`src/verilog/dq_train_regs.vh`:
```
// constants for the dq training fifo: offsets, fields, codes, timing
`ifndef DQ_TRAIN_REGS_VH
`define DQ_TRAIN_REGS_VH

// ==========================================================
// register offsets (byte addresses)
`define REG_CTRL        8'h00
`define REG_CAL         8'h04
`define REG_STAT        8'h08

// ==========================================================
// ctrl fields and reset value
`define CTRL_RL_LSB     0
`define CTRL_RL_MSB     5
`define CTRL_WL_LSB     8
`define CTRL_WL_MSB     13
`define CTRL_WDBI       16
`define CTRL_RDBI       17
`define CTRL_DM         18
`define CTRL_RST        32'h0000_080e

// ==========================================================
// cal fields and reset value
`define CAL_PAT_LSB     0
`define CAL_PAT_MSB     15
`define CAL_INV_LSB     16
`define CAL_INV_MSB     31
`define CAL_RST         32'h5555_3c5a

// ==========================================================
// status fields
`define STAT_WPTR_LSB   0
`define STAT_RPTR_LSB   4
`define STAT_WRIT_LSB   8
`define STAT_CKE        16

// ==========================================================
// command kinds on the decoded command port
`define CMD_DES         4'h0
`define CMD_MPC         4'h1
`define CMD_CAS2        4'h2
`define CMD_RD          4'h3
`define CMD_RDA         4'h4
`define CMD_WR          4'h5
`define CMD_MWR         4'h6
`define CMD_MRR         4'h7
`define CMD_MRW         4'h8
`define CMD_PDE         4'h9
`define CMD_SRPDE       4'ha

// ==========================================================
// training function codes in operand bits 5..0
`define MPC_RDFIFO      6'h01
`define MPC_RDCAL       6'h03
`define MPC_WRFIFO      6'h07

// ==========================================================
// token kinds, geometry and timing counts
`define TK_WR           2'h1
`define TK_RD           2'h2
`define TK_CAL          2'h3
`define FIFO_DEPTH      3'h5
`define LAST_ENTRY      3'h4
`define LAST_CLK        3'h7
`define LAT_DEPTH       32
`define MIN_RL          6'h03
`define MIN_WL          6'h01
`define UNDEF_FILL      18'h00000

`endif

```
`src/verilog/train_mem.v`:
```
// training fifo storage: 5 entries x 8 clocks x two 18-bit beats
`timescale 1ns/1ps
module train_mem (
	// clock
	input  wire        clk,
	input  wire        ce,
	// write port
	input  wire        we,
	input  wire [5:0]  waddr,
	input  wire [35:0] wdata,
	// read port, data one cycle later
	input  wire [5:0]  raddr,
	output reg  [35:0] rdata
);

	reg [35:0] cells [0:39];

	// ==========================================================
	// storage
	// no reset: unwritten words are masked by the caller
	always @(posedge clk) begin
		if (ce) begin
			if (we)
				cells[waddr] <= wdata;
			rdata <= cells[raddr];
		end
	end

endmodule

```
`src/verilog/lat_pipe.v`:
```
// latency shift line for launched fifo tokens with two taps
`timescale 1ns/1ps
module lat_pipe (
	// clock and reset
	input  wire       clk,
	input  wire       nrst,
	input  wire       ce,
	// token in, one per launch
	input  wire [5:0] tok_in,
	// taps
	input  wire [4:0] tap_a,
	input  wire [4:0] tap_b,
	output wire [5:0] tok_a,
	output wire [5:0] tok_b
);

	reg [6*32-1:0] stages;

	// ==========================================================
	// shift line; stage k holds a token k+1 cycles after launch
	always @(posedge clk) begin
		if (!nrst)
			stages <= {192{1'b0}};
		else if (ce)
			stages <= {stages[6*31-1:0], tok_in};
	end

	assign tok_a = stages[tap_a*6 +: 6];
	assign tok_b = stages[tap_b*6 +: 6];

endmodule

```
`src/verilog/dq_training_fifo.v`:
```
// dq write/read training fifo with read calibration pattern output
`timescale 1ns/1ps
`include "dq_train_regs.vh"
module dq_training_fifo (
	// clock, reset, clock enable
	input  wire        clk,
	input  wire        nrst,
	input  wire        ce,
	// decoded command port, same clock
	input  wire        cmd_valid,
	input  wire [3:0]  cmd_kind,
	input  wire [6:0]  cmd_op,
	// dram clock-enable pin, asynchronous to this logic
	input  wire        cke_pin,
	// data pins, two beats per clock, {dmi,dq} per beat, first beat low
	input  wire [35:0] dq_in,
	output reg  [35:0] dq_out,
	output reg         dq_oe,
	output reg         dmi_oe,
	// register port
	input  wire [7:0]  reg_addr,
	input  wire [31:0] reg_wdata,
	input  wire        reg_wr,
	input  wire        reg_rd,
	output reg  [31:0] reg_rdata
);

	// ==========================================================
	// functions
	function [2:0] ptr_inc;
		input [2:0] p;
		begin
			ptr_inc = (p == `LAST_ENTRY) ? 3'h0 : p + 3'h1;
		end
	endfunction

	function [4:0] tap_of;
		input [5:0] lat;
		input [5:0] lead;
		reg   [5:0] t;
		begin
			t = (lat < lead) ? 6'h00 : lat - lead;
			tap_of = (t > 6'h1f) ? 5'h1f : t[4:0];
		end
	endfunction

	// one clock of calibration pattern: beats 2c and 2c+1 per pin
	function [35:0] cal_beats;
		input [2:0]  c;
		input [15:0] pat;
		input [15:0] inv;
		reg   [3:0]  b0;
		reg   [3:0]  b1;
		begin
			b0 = {c, 1'b0};
			b1 = {c, 1'b1};
			cal_beats = {{2{pat[b1]}}, {16{pat[b1]}} ^ inv,
				{2{pat[b0]}}, {16{pat[b0]}} ^ inv};
		end
	endfunction

	// ==========================================================
	// registers
	reg  [31:0] ctrl;
	reg  [31:0] cal;
	reg  [2:0]  wr_ptr;
	reg  [2:0]  rd_ptr;
	reg  [4:0]  written;
	reg         mpc_pend;
	reg  [1:0]  mpc_kind;
	reg         cke_s1;
	reg         cke_s2;
	reg         cke_s3;
	reg         cke_lvl;
	reg         rd_act;
	reg  [2:0]  rd_cnt;
	reg  [2:0]  rd_entry;
	reg         rd_cal;
	reg         rd_ok;
	reg         q_act;
	reg  [2:0]  q_cnt;
	reg         q_cal;
	reg         q_ok;
	reg         wr_act;
	reg  [2:0]  wr_cnt;
	reg  [2:0]  wr_entry;
	reg  [5:0]  launch;

	wire [5:0]  rl;
	wire [5:0]  wl;
	wire [15:0] cal_pat;
	wire [15:0] cal_inv;
	wire [5:0]  tok_rd;
	wire [5:0]  tok_wr;
	wire [35:0] mem_q;
	wire        go;
	wire        is_cas;
	wire        is_arr_rd;
	wire        pd_entry;
	wire        disturb;
	wire        rd_tok_ok;
	wire        wr_tok_ok;

	assign rl      = ctrl[`CTRL_RL_MSB:`CTRL_RL_LSB];
	assign wl      = ctrl[`CTRL_WL_MSB:`CTRL_WL_LSB];
	assign cal_pat = cal[`CAL_PAT_MSB:`CAL_PAT_LSB];
	assign cal_inv = cal[`CAL_INV_MSB:`CAL_INV_LSB];

	// ==========================================================
	// clock-enable pin: three flops, change taken when last two agree
	always @(posedge clk) begin
		if (!nrst) begin
			cke_s1  <= 1'b1;
			cke_s2  <= 1'b1;
			cke_s3  <= 1'b1;
			cke_lvl <= 1'b1;
		end else if (ce) begin
			cke_s1 <= cke_pin;
			cke_s2 <= cke_s1;
			cke_s3 <= cke_s2;
			if (cke_s2 == cke_s3)
				cke_lvl <= cke_s3;
		end
	end

	// ==========================================================
	// command decode
	// bank and refresh state are not looked at: write-fifo is always
	// taken while clock enable is high
	assign go        = cmd_valid & cke_lvl;
	assign is_cas    = go & (cmd_kind == `CMD_CAS2);
	assign is_arr_rd = go & ((cmd_kind == `CMD_RD) |
		(cmd_kind == `CMD_RDA));
	assign pd_entry  = go & ((cmd_kind == `CMD_PDE) |
		(cmd_kind == `CMD_SRPDE));
	// commands that leave fifo contents undefined
	assign disturb   = ~cke_lvl | (go & ((cmd_kind == `CMD_WR) |
		(cmd_kind == `CMD_MWR) | (cmd_kind == `CMD_MRR) |
		(cmd_kind == `CMD_RD) | (cmd_kind == `CMD_RDA) |
		(is_cas & mpc_pend & (mpc_kind == `TK_CAL))));

	// multi-purpose command waits for the cas that follows it
	always @(posedge clk) begin
		if (!nrst) begin
			mpc_pend <= 1'b0;
			mpc_kind <= 2'h0;
		end else if (ce && go) begin
			mpc_pend <= 1'b0;
			// bit 6 low is a no-op; unknown codes are reserved
			if (cmd_kind == `CMD_MPC && cmd_op[6]) begin
				case (cmd_op[5:0])
				`MPC_WRFIFO: begin
					mpc_pend <= 1'b1;
					mpc_kind <= `TK_WR;
				end
				`MPC_RDFIFO: begin
					mpc_pend <= 1'b1;
					mpc_kind <= `TK_RD;
				end
				`MPC_RDCAL: begin
					mpc_pend <= 1'b1;
					mpc_kind <= `TK_CAL;
				end
				default: begin
					mpc_pend <= 1'b0;
				end
				endcase
			end
		end
	end

	// ==========================================================
	// pointers and written-entry mask
	// cas operands are ignored here, relying on them being low
	always @* begin
		launch = 6'h00;
		if (is_cas && mpc_pend) begin
			case (mpc_kind)
			`TK_WR:  launch = {1'b1, `TK_WR, wr_ptr};
			`TK_RD:  launch = {1'b1, `TK_RD, rd_ptr};
			`TK_CAL: launch = {1'b1, `TK_CAL, 3'h0};
			default: launch = 6'h00;
			endcase
		end
	end

	always @(posedge clk) begin
		if (!nrst) begin
			wr_ptr  <= 3'h0;
			rd_ptr  <= 3'h0;
			written <= 5'h00;
		end else if (ce) begin
			if (pd_entry)
				wr_ptr <= 3'h0;
			else if (is_arr_rd)
				wr_ptr <= ptr_inc(wr_ptr);
			else if (launch[5] && launch[4:3] == `TK_WR)
				wr_ptr <= ptr_inc(wr_ptr);
			if (is_arr_rd)
				rd_ptr <= ptr_inc(rd_ptr);
			else if (launch[5] && launch[4:3] == `TK_RD)
				rd_ptr <= ptr_inc(rd_ptr);
			// a new write-fifo marks its entry; disturbance wipes the rest
			if (launch[5] && launch[4:3] == `TK_WR)
				written <= (disturb ? 5'h00 : written) |
					(5'h01 << wr_ptr);
			else if (disturb)
				written <= 5'h00;
		end
	end

	// ==========================================================
	// latency line: read taps three early for engine and memory stages
	lat_pipe u_lat (
		.clk    (clk),
		.nrst   (nrst),
		.ce     (ce),
		.tok_in (launch),
		.tap_a  (tap_of(rl, `MIN_RL)),
		.tap_b  (tap_of(wl, `MIN_WL)),
		.tok_a  (tok_rd),
		.tok_b  (tok_wr)
	);

	assign rd_tok_ok = tok_rd[5] & (tok_rd[4:3] != `TK_WR);
	assign wr_tok_ok = tok_wr[5] & (tok_wr[4:3] == `TK_WR);

	// ==========================================================
	// write engine: eight clocks of two beats into the addressed entry
	always @(posedge clk) begin
		if (!nrst) begin
			wr_act   <= 1'b0;
			wr_cnt   <= 3'h0;
			wr_entry <= 3'h0;
		end else if (ce) begin
			if (wr_tok_ok && (!wr_act || wr_cnt == `LAST_CLK)) begin
				wr_act   <= 1'b1;
				wr_cnt   <= 3'h0;
				wr_entry <= tok_wr[2:0];
			end else if (wr_act) begin
				wr_act <= (wr_cnt != `LAST_CLK);
				wr_cnt <= wr_cnt + 3'h1;
			end
		end
	end

	// ==========================================================
	// read engine; back-to-back tokens chain with no gap
	always @(posedge clk) begin
		if (!nrst) begin
			rd_act   <= 1'b0;
			rd_cnt   <= 3'h0;
			rd_entry <= 3'h0;
			rd_cal   <= 1'b0;
			rd_ok    <= 1'b0;
		end else if (ce) begin
			if (rd_tok_ok && (!rd_act || rd_cnt == `LAST_CLK)) begin
				rd_act   <= 1'b1;
				rd_cnt   <= 3'h0;
				rd_entry <= tok_rd[2:0];
				rd_cal   <= (tok_rd[4:3] == `TK_CAL);
				rd_ok    <= written[tok_rd[2:0]];
			end else if (rd_act) begin
				rd_act <= (rd_cnt != `LAST_CLK);
				rd_cnt <= rd_cnt + 3'h1;
			end
		end
	end

	// five bursts of sixteen beats, each clock a beat pair
	// reads only fetch, so contents never change by reading
	train_mem u_mem (
		.clk   (clk),
		.ce    (ce),
		.we    (wr_act),
		.waddr ({wr_entry, wr_cnt}),
		.wdata (dq_in),
		.raddr ({rd_entry, rd_cnt}),
		.rdata (mem_q)
	);

	// ==========================================================
	// output stage, one cycle behind memory read
	always @(posedge clk) begin
		if (!nrst) begin
			q_act  <= 1'b0;
			q_cnt  <= 3'h0;
			q_cal  <= 1'b0;
			q_ok   <= 1'b0;
			dq_out <= 36'h000000000;
			dq_oe  <= 1'b0;
			dmi_oe <= 1'b0;
		end else if (ce) begin
			q_act <= rd_act;
			q_cnt <= rd_cnt;
			q_cal <= rd_cal;
			q_ok  <= rd_ok;
			dq_oe <= q_act;
			// mask pins only when a dmi function is on
			dmi_oe <= q_act & (ctrl[`CTRL_WDBI] | ctrl[`CTRL_RDBI] |
				ctrl[`CTRL_DM]);
			if (!q_act)
				dq_out <= 36'h000000000;
			else if (q_cal)
				dq_out <= cal_beats(q_cnt, cal_pat, cal_inv);
			else if (q_ok)
				dq_out <= mem_q;
			else
				dq_out <= {`UNDEF_FILL, `UNDEF_FILL};
		end
	end

	// ==========================================================
	// register port: rl/wl below the minimum are clamped, not refused
	always @(posedge clk) begin
		if (!nrst) begin
			ctrl      <= `CTRL_RST;
			cal       <= `CAL_RST;
			reg_rdata <= 32'h00000000;
		end else if (ce) begin
			if (reg_wr) begin
				case (reg_addr)
				`REG_CTRL: ctrl <= reg_wdata & 32'h0007_3f3f;
				`REG_CAL:  cal  <= reg_wdata;
				default:   ctrl <= ctrl;
				endcase
			end
			reg_rdata <= 32'h00000000;
			if (reg_rd) begin
				case (reg_addr)
				`REG_CTRL: reg_rdata <= ctrl;
				`REG_CAL:  reg_rdata <= cal;
				`REG_STAT: reg_rdata <= {15'h0000, cke_lvl,
					3'h0, written, 1'b0, rd_ptr, 1'b0, wr_ptr};
				default:   reg_rdata <= 32'h00000000;
				endcase
			end
		end
	end

endmodule

```
`config.mk`:
```
export PLATFORM = sky130hd
export DESIGN_NAME = dq_training_fifo
export DESIGN_NICKNAME = d
export VERILOG_FILES = /design/src/verilog/train_mem.v /design/src/verilog/lat_pipe.v /design/src/verilog/dq_training_fifo.v
export VERILOG_INCLUDE_DIRS = /design/src /design/src/verilog
export SDC_FILE = /design/constraint.sdc
export NUM_CORES = 2
export LEC_CHECK = 0
export ABC_AREA = 1
export BUFFER_PORTS_ARGS = -buffer_cell sky130_fd_sc_hd__clkbuf_2
export CAP_MARGIN = 20
export CORE_MARGIN = 5
export CORE_UTILIZATION = 33
export CTS_CLUSTER_DIAMETER = 150
export CTS_CLUSTER_SIZE = 30
export DETAILED_ROUTE_END_ITERATION = 7
export SYNTH_ARGS = -nofsm -noshare
export SYNTH_HDL_FRONTEND = slang
export SYNTH_SLANG_ARGS = --single-unit
```
`constraint.sdc`:
```
create_clock -name clk -period 3.5 [get_ports clk]
set_input_delay 0.175 -clock clk [delete_from_list [all_inputs] [get_ports clk]]
set_output_delay 0.175 -clock clk [all_outputs]
set_load 0.01 [all_outputs]
```
==> results.md <==
- Sequential element share of the synthesized area: 69.2%
- Reg2reg setup slack: around 0.26 ns
- ANT nets after route: 0
- Hold depth: 6
- Setup Viol. Count Final: 0
- Chip height: 484 um
- RSZ-0062 raised after global routing: no
- Worst-path clk slew: approximately 0.12 ns
- Ports: 164
- Fillcell total: 21900
- Cells along the critical path: nand2_1, nor2_1, inv_1, nor4_1, o2111ai_1, nor3_1, dlygate4sd3_1, inv_1, nor2_1, dlygate4sd3_1, a211oi_1, dlygate4sd3_1
- Port Buf Inserts: 163
- Initial core utilization: 33.1%
- Most common cell after layout, fill and taps aside: edfxtp_1
- CP required: 4.14 ns
- Overall routed net length: 226000 um
- Net count, final: 6792
- Tcrit/Tclk final: 92.6%
- Lkg Pwr: 26.4 nW
- HP Class: primary input to register
- DP Worst Slack: 0.431 ns
- Synth cell types: 44
- Worst r2r path cells: 12
- Die footprint: 0.234 mm2
- Share of layout cells above drive strength 1: 8.35%
- Vias in the first global route: 49200
- Vias per inst: 5.55
- Fin. max-slew vios: 0
- Worst Setup Start Kind: register
- Synthesized instance count: around 6700
- Yosys top cell by area: edfxtp_1
- Critical Path AT: 3.88 ns
- Status: completed
- Hold Startpoint: ce
- Minimum clock period: 3.24 ns
- Most common cell on crit path: dlygate4sd3_1
- Crit Path Max Fanout: 5
- Setup_tns: 0 ns
- Worst Path Buf+Inv: 5
- Commonest cells after routing, fill and taps aside: edfxtp_1 (1476), o21ai_0 (1321), nor2_1 (1015)
- Grt total ovfl: 0
- Final Hold Viols: 0
- CP max stage delay: 0.58 ns
- DP HPWL: 131000 um
- Reg2Reg Capture Point: mpc_kind[0]
- Mapped Avg Cell Area: 11.1 um2
- H-Tree Level Count: 3
- Core region area: 0.224 mm2
- Initial antenna violation count: 16
- Syn Nets: a little under 7000
- Crit Path Class: register to register
- Total CTS buffers: 70
- Skew-Pair Late Insertion Delay: ~0.73 ns
- Max-cap violations: 0
- Area growth syn-to-layout: 10.2%
- Power per cell area: 463 mW/mm2
- Post-synthesis sequential element count: 1825
- Avg WL per Cell: approximately 23 um
- Reg-to-reg critical path startpoint: cke_lvl
- Total Routing Usage GR: 18.4%
- Peak VDD IR: 0.000346 V
- Routed via count: 53800
- TritonCTS clock tree: done
- Drt initial violations: about 6800
- Normalized max-slew margin: 32.2%
- Post-Syn Area: 0.0741 mm2
- Drt first pass iters: 6
- CP Capture Type: register
- Worst-margin pin slew: 1.02 ns
- Ys Warns: 0
- Clock sink count: 1825
- Clock Tree Buf Depth: 3
- Clock Skew: 0.0336 ns
- Endpoint, Worst Hold: ctrl[1]
- Highest Clock Rate: 309 MHz
- Std cell rows: 174
- Die W: 484 um
- Slowest CP cell: dlygate4sd3_1
- Root buf cell: clkbuf_16
- Critical path's top delay family: buffers and inverters
- Global-route wire length before repair: 332000 um
- Area fraction of the dominant cell type after synthesis: approximately three fifths
- Largest net degree at the start of global routing: 221
- Residual DRC: 0
- Setup ws final: about 0.26 ns
- Synth area leaders: edfxtp_1 (60%), dfxtp_1 (9.4%), o21ai_0 (8.9%)
- Final Wtd Congestion: between 0.8 and 0.9
-- through the flow --
stage	hold slack (ns)	cells	util (%)	area, um2	power (mW)
floorplan	0.274	6654	-	74100	26.2
global placement	0.398	9548	35.3	79200	27.8
detailed placement	0.405	9548	35.3	79200	27.9
CTS	0.0127	9696	36.4	81700	38.0
global route	0.0625	9698	36.4	81700	39.1
finish	0.0666	9699	36.4	81700	37.8
-- area by class of cell --
type / count / area, um2 / area share (%)
inverters: 259 / 998 / 1.22
repair buffers: 449 / 3620 / 4.43
well taps: 2992 / 3740 / 4.58
flip-flops and latches: 1825 / 51300 / 62.8
clock inverters: 5 / 50.0 / 0.0613
diodes: 3 / 7.51 / 0.00919
clock buffers: 86 / 1850 / 2.27
multi-input cells: 4080 / 20100 / 24.6
-- flip-flops by register name (all words and copies together), names as in the netlist, 5 cells and up --
name          flops
dq_out           36
reg_rdata        32
u_mem.rdata      36
ctrl             15
u_mem.cells    1440
u_lat.stages    192
written           5
cal              32
-- layer usage --
| metal | vias up | wire (um) | GRT usage, % |
|---|---|---|---|
| met5 | - | 46 | 0 |
| met4 | 8 | 5940 | 4.43 |
| met3 | 291 | 20200 | 3.26 |
| met2 | 2443 | 99700 | 27.8 |
| met1 | 26900 | 100000 | 27.3 |
| li1 | 24100 | - | - |
-- cells in the mapped netlist, drive strengths merged --
cell type and count:
xnor2 1, nand2 403, nand4 21, inv 256, or2 2, nand3 255, o31ai 12, o21ai 1327
xor2 1, a211oi 6, a311oi 1, o211ai 67, o221ai 45, nor3 16, buf 73, ha 13
dfxtp 349, a31oi 6, clkinv 3, o32ai 1, clkbuf 417, nand3b 6, nor2 1061, edfxtp 1476
nor3b 1, o2111ai 2, a21oi 426, nor4 3, o22ai 404
-- power breakdown --
part / internal (mW) / switching (mW) / total (mW)
sequential: 23.6 / 0.207 / 23.9
clock: 3.83 / 6.50 / 10.3
combinational: 1.05 / 2.59 / 3.64
total: 28.5 / 9.29 / 37.8
-- how the worst max path moves through the flow --
stage / from / end / slack, ns / depth (start not counted)
final: cke_lvl / mpc_kind[0] / 0.26 / 12
after global routing: ctrl[9] / wr_entry[0] / 0.02 / 20
after CTS: cke_lvl / mpc_kind[0] / 0.30 / 12
after detailed placement: ctrl[10] / wr_entry[0] / 0.43 / 17
after global placement: ctrl[8] / wr_entry[0] / 0.41 / 20
after floorplan: ce / u_mem.cells[0][0] / 0.30 / 6
-- kinds of logic (layout without fill, tap and decap cells) --
kind of cell,after synthesis,count (layout),synth area share [%]
AO/OA/AOI/OAI,2297,2297,16.8
flip-flops,1825,1825,69.2
AND/OR/NAND/NOR,1768,1768,9.71
buffers and inverters,749,799,4.07
adder cells (fa/ha/maj),13,13,0.219
XOR/XNOR,2,2,0.0236
other,0,3,0
-- repair_timing --
item	CTS	global route
endpoints found under the hold margin	106	0
hold buffers	57	0
setup buffers	0	0
resized for setup	0	0
-- worst reg2reg max path: stages, from the launching register on --
cell,delay [ns]
dfxtp_1,0.42
nand2_1,0.09
nor2_1,0.09
inv_1,0.06
nor4_1,0.19
o2111ai_1,0.24
nor3_1,0.18
dlygate4sd3_1,0.58
inv_1,0.06
nor2_1,0.08
dlygate4sd3_1,0.55
a211oi_1,0.04
dlygate4sd3_1,0.57
No activity file was read; power rests on OpenSTA's default activity.
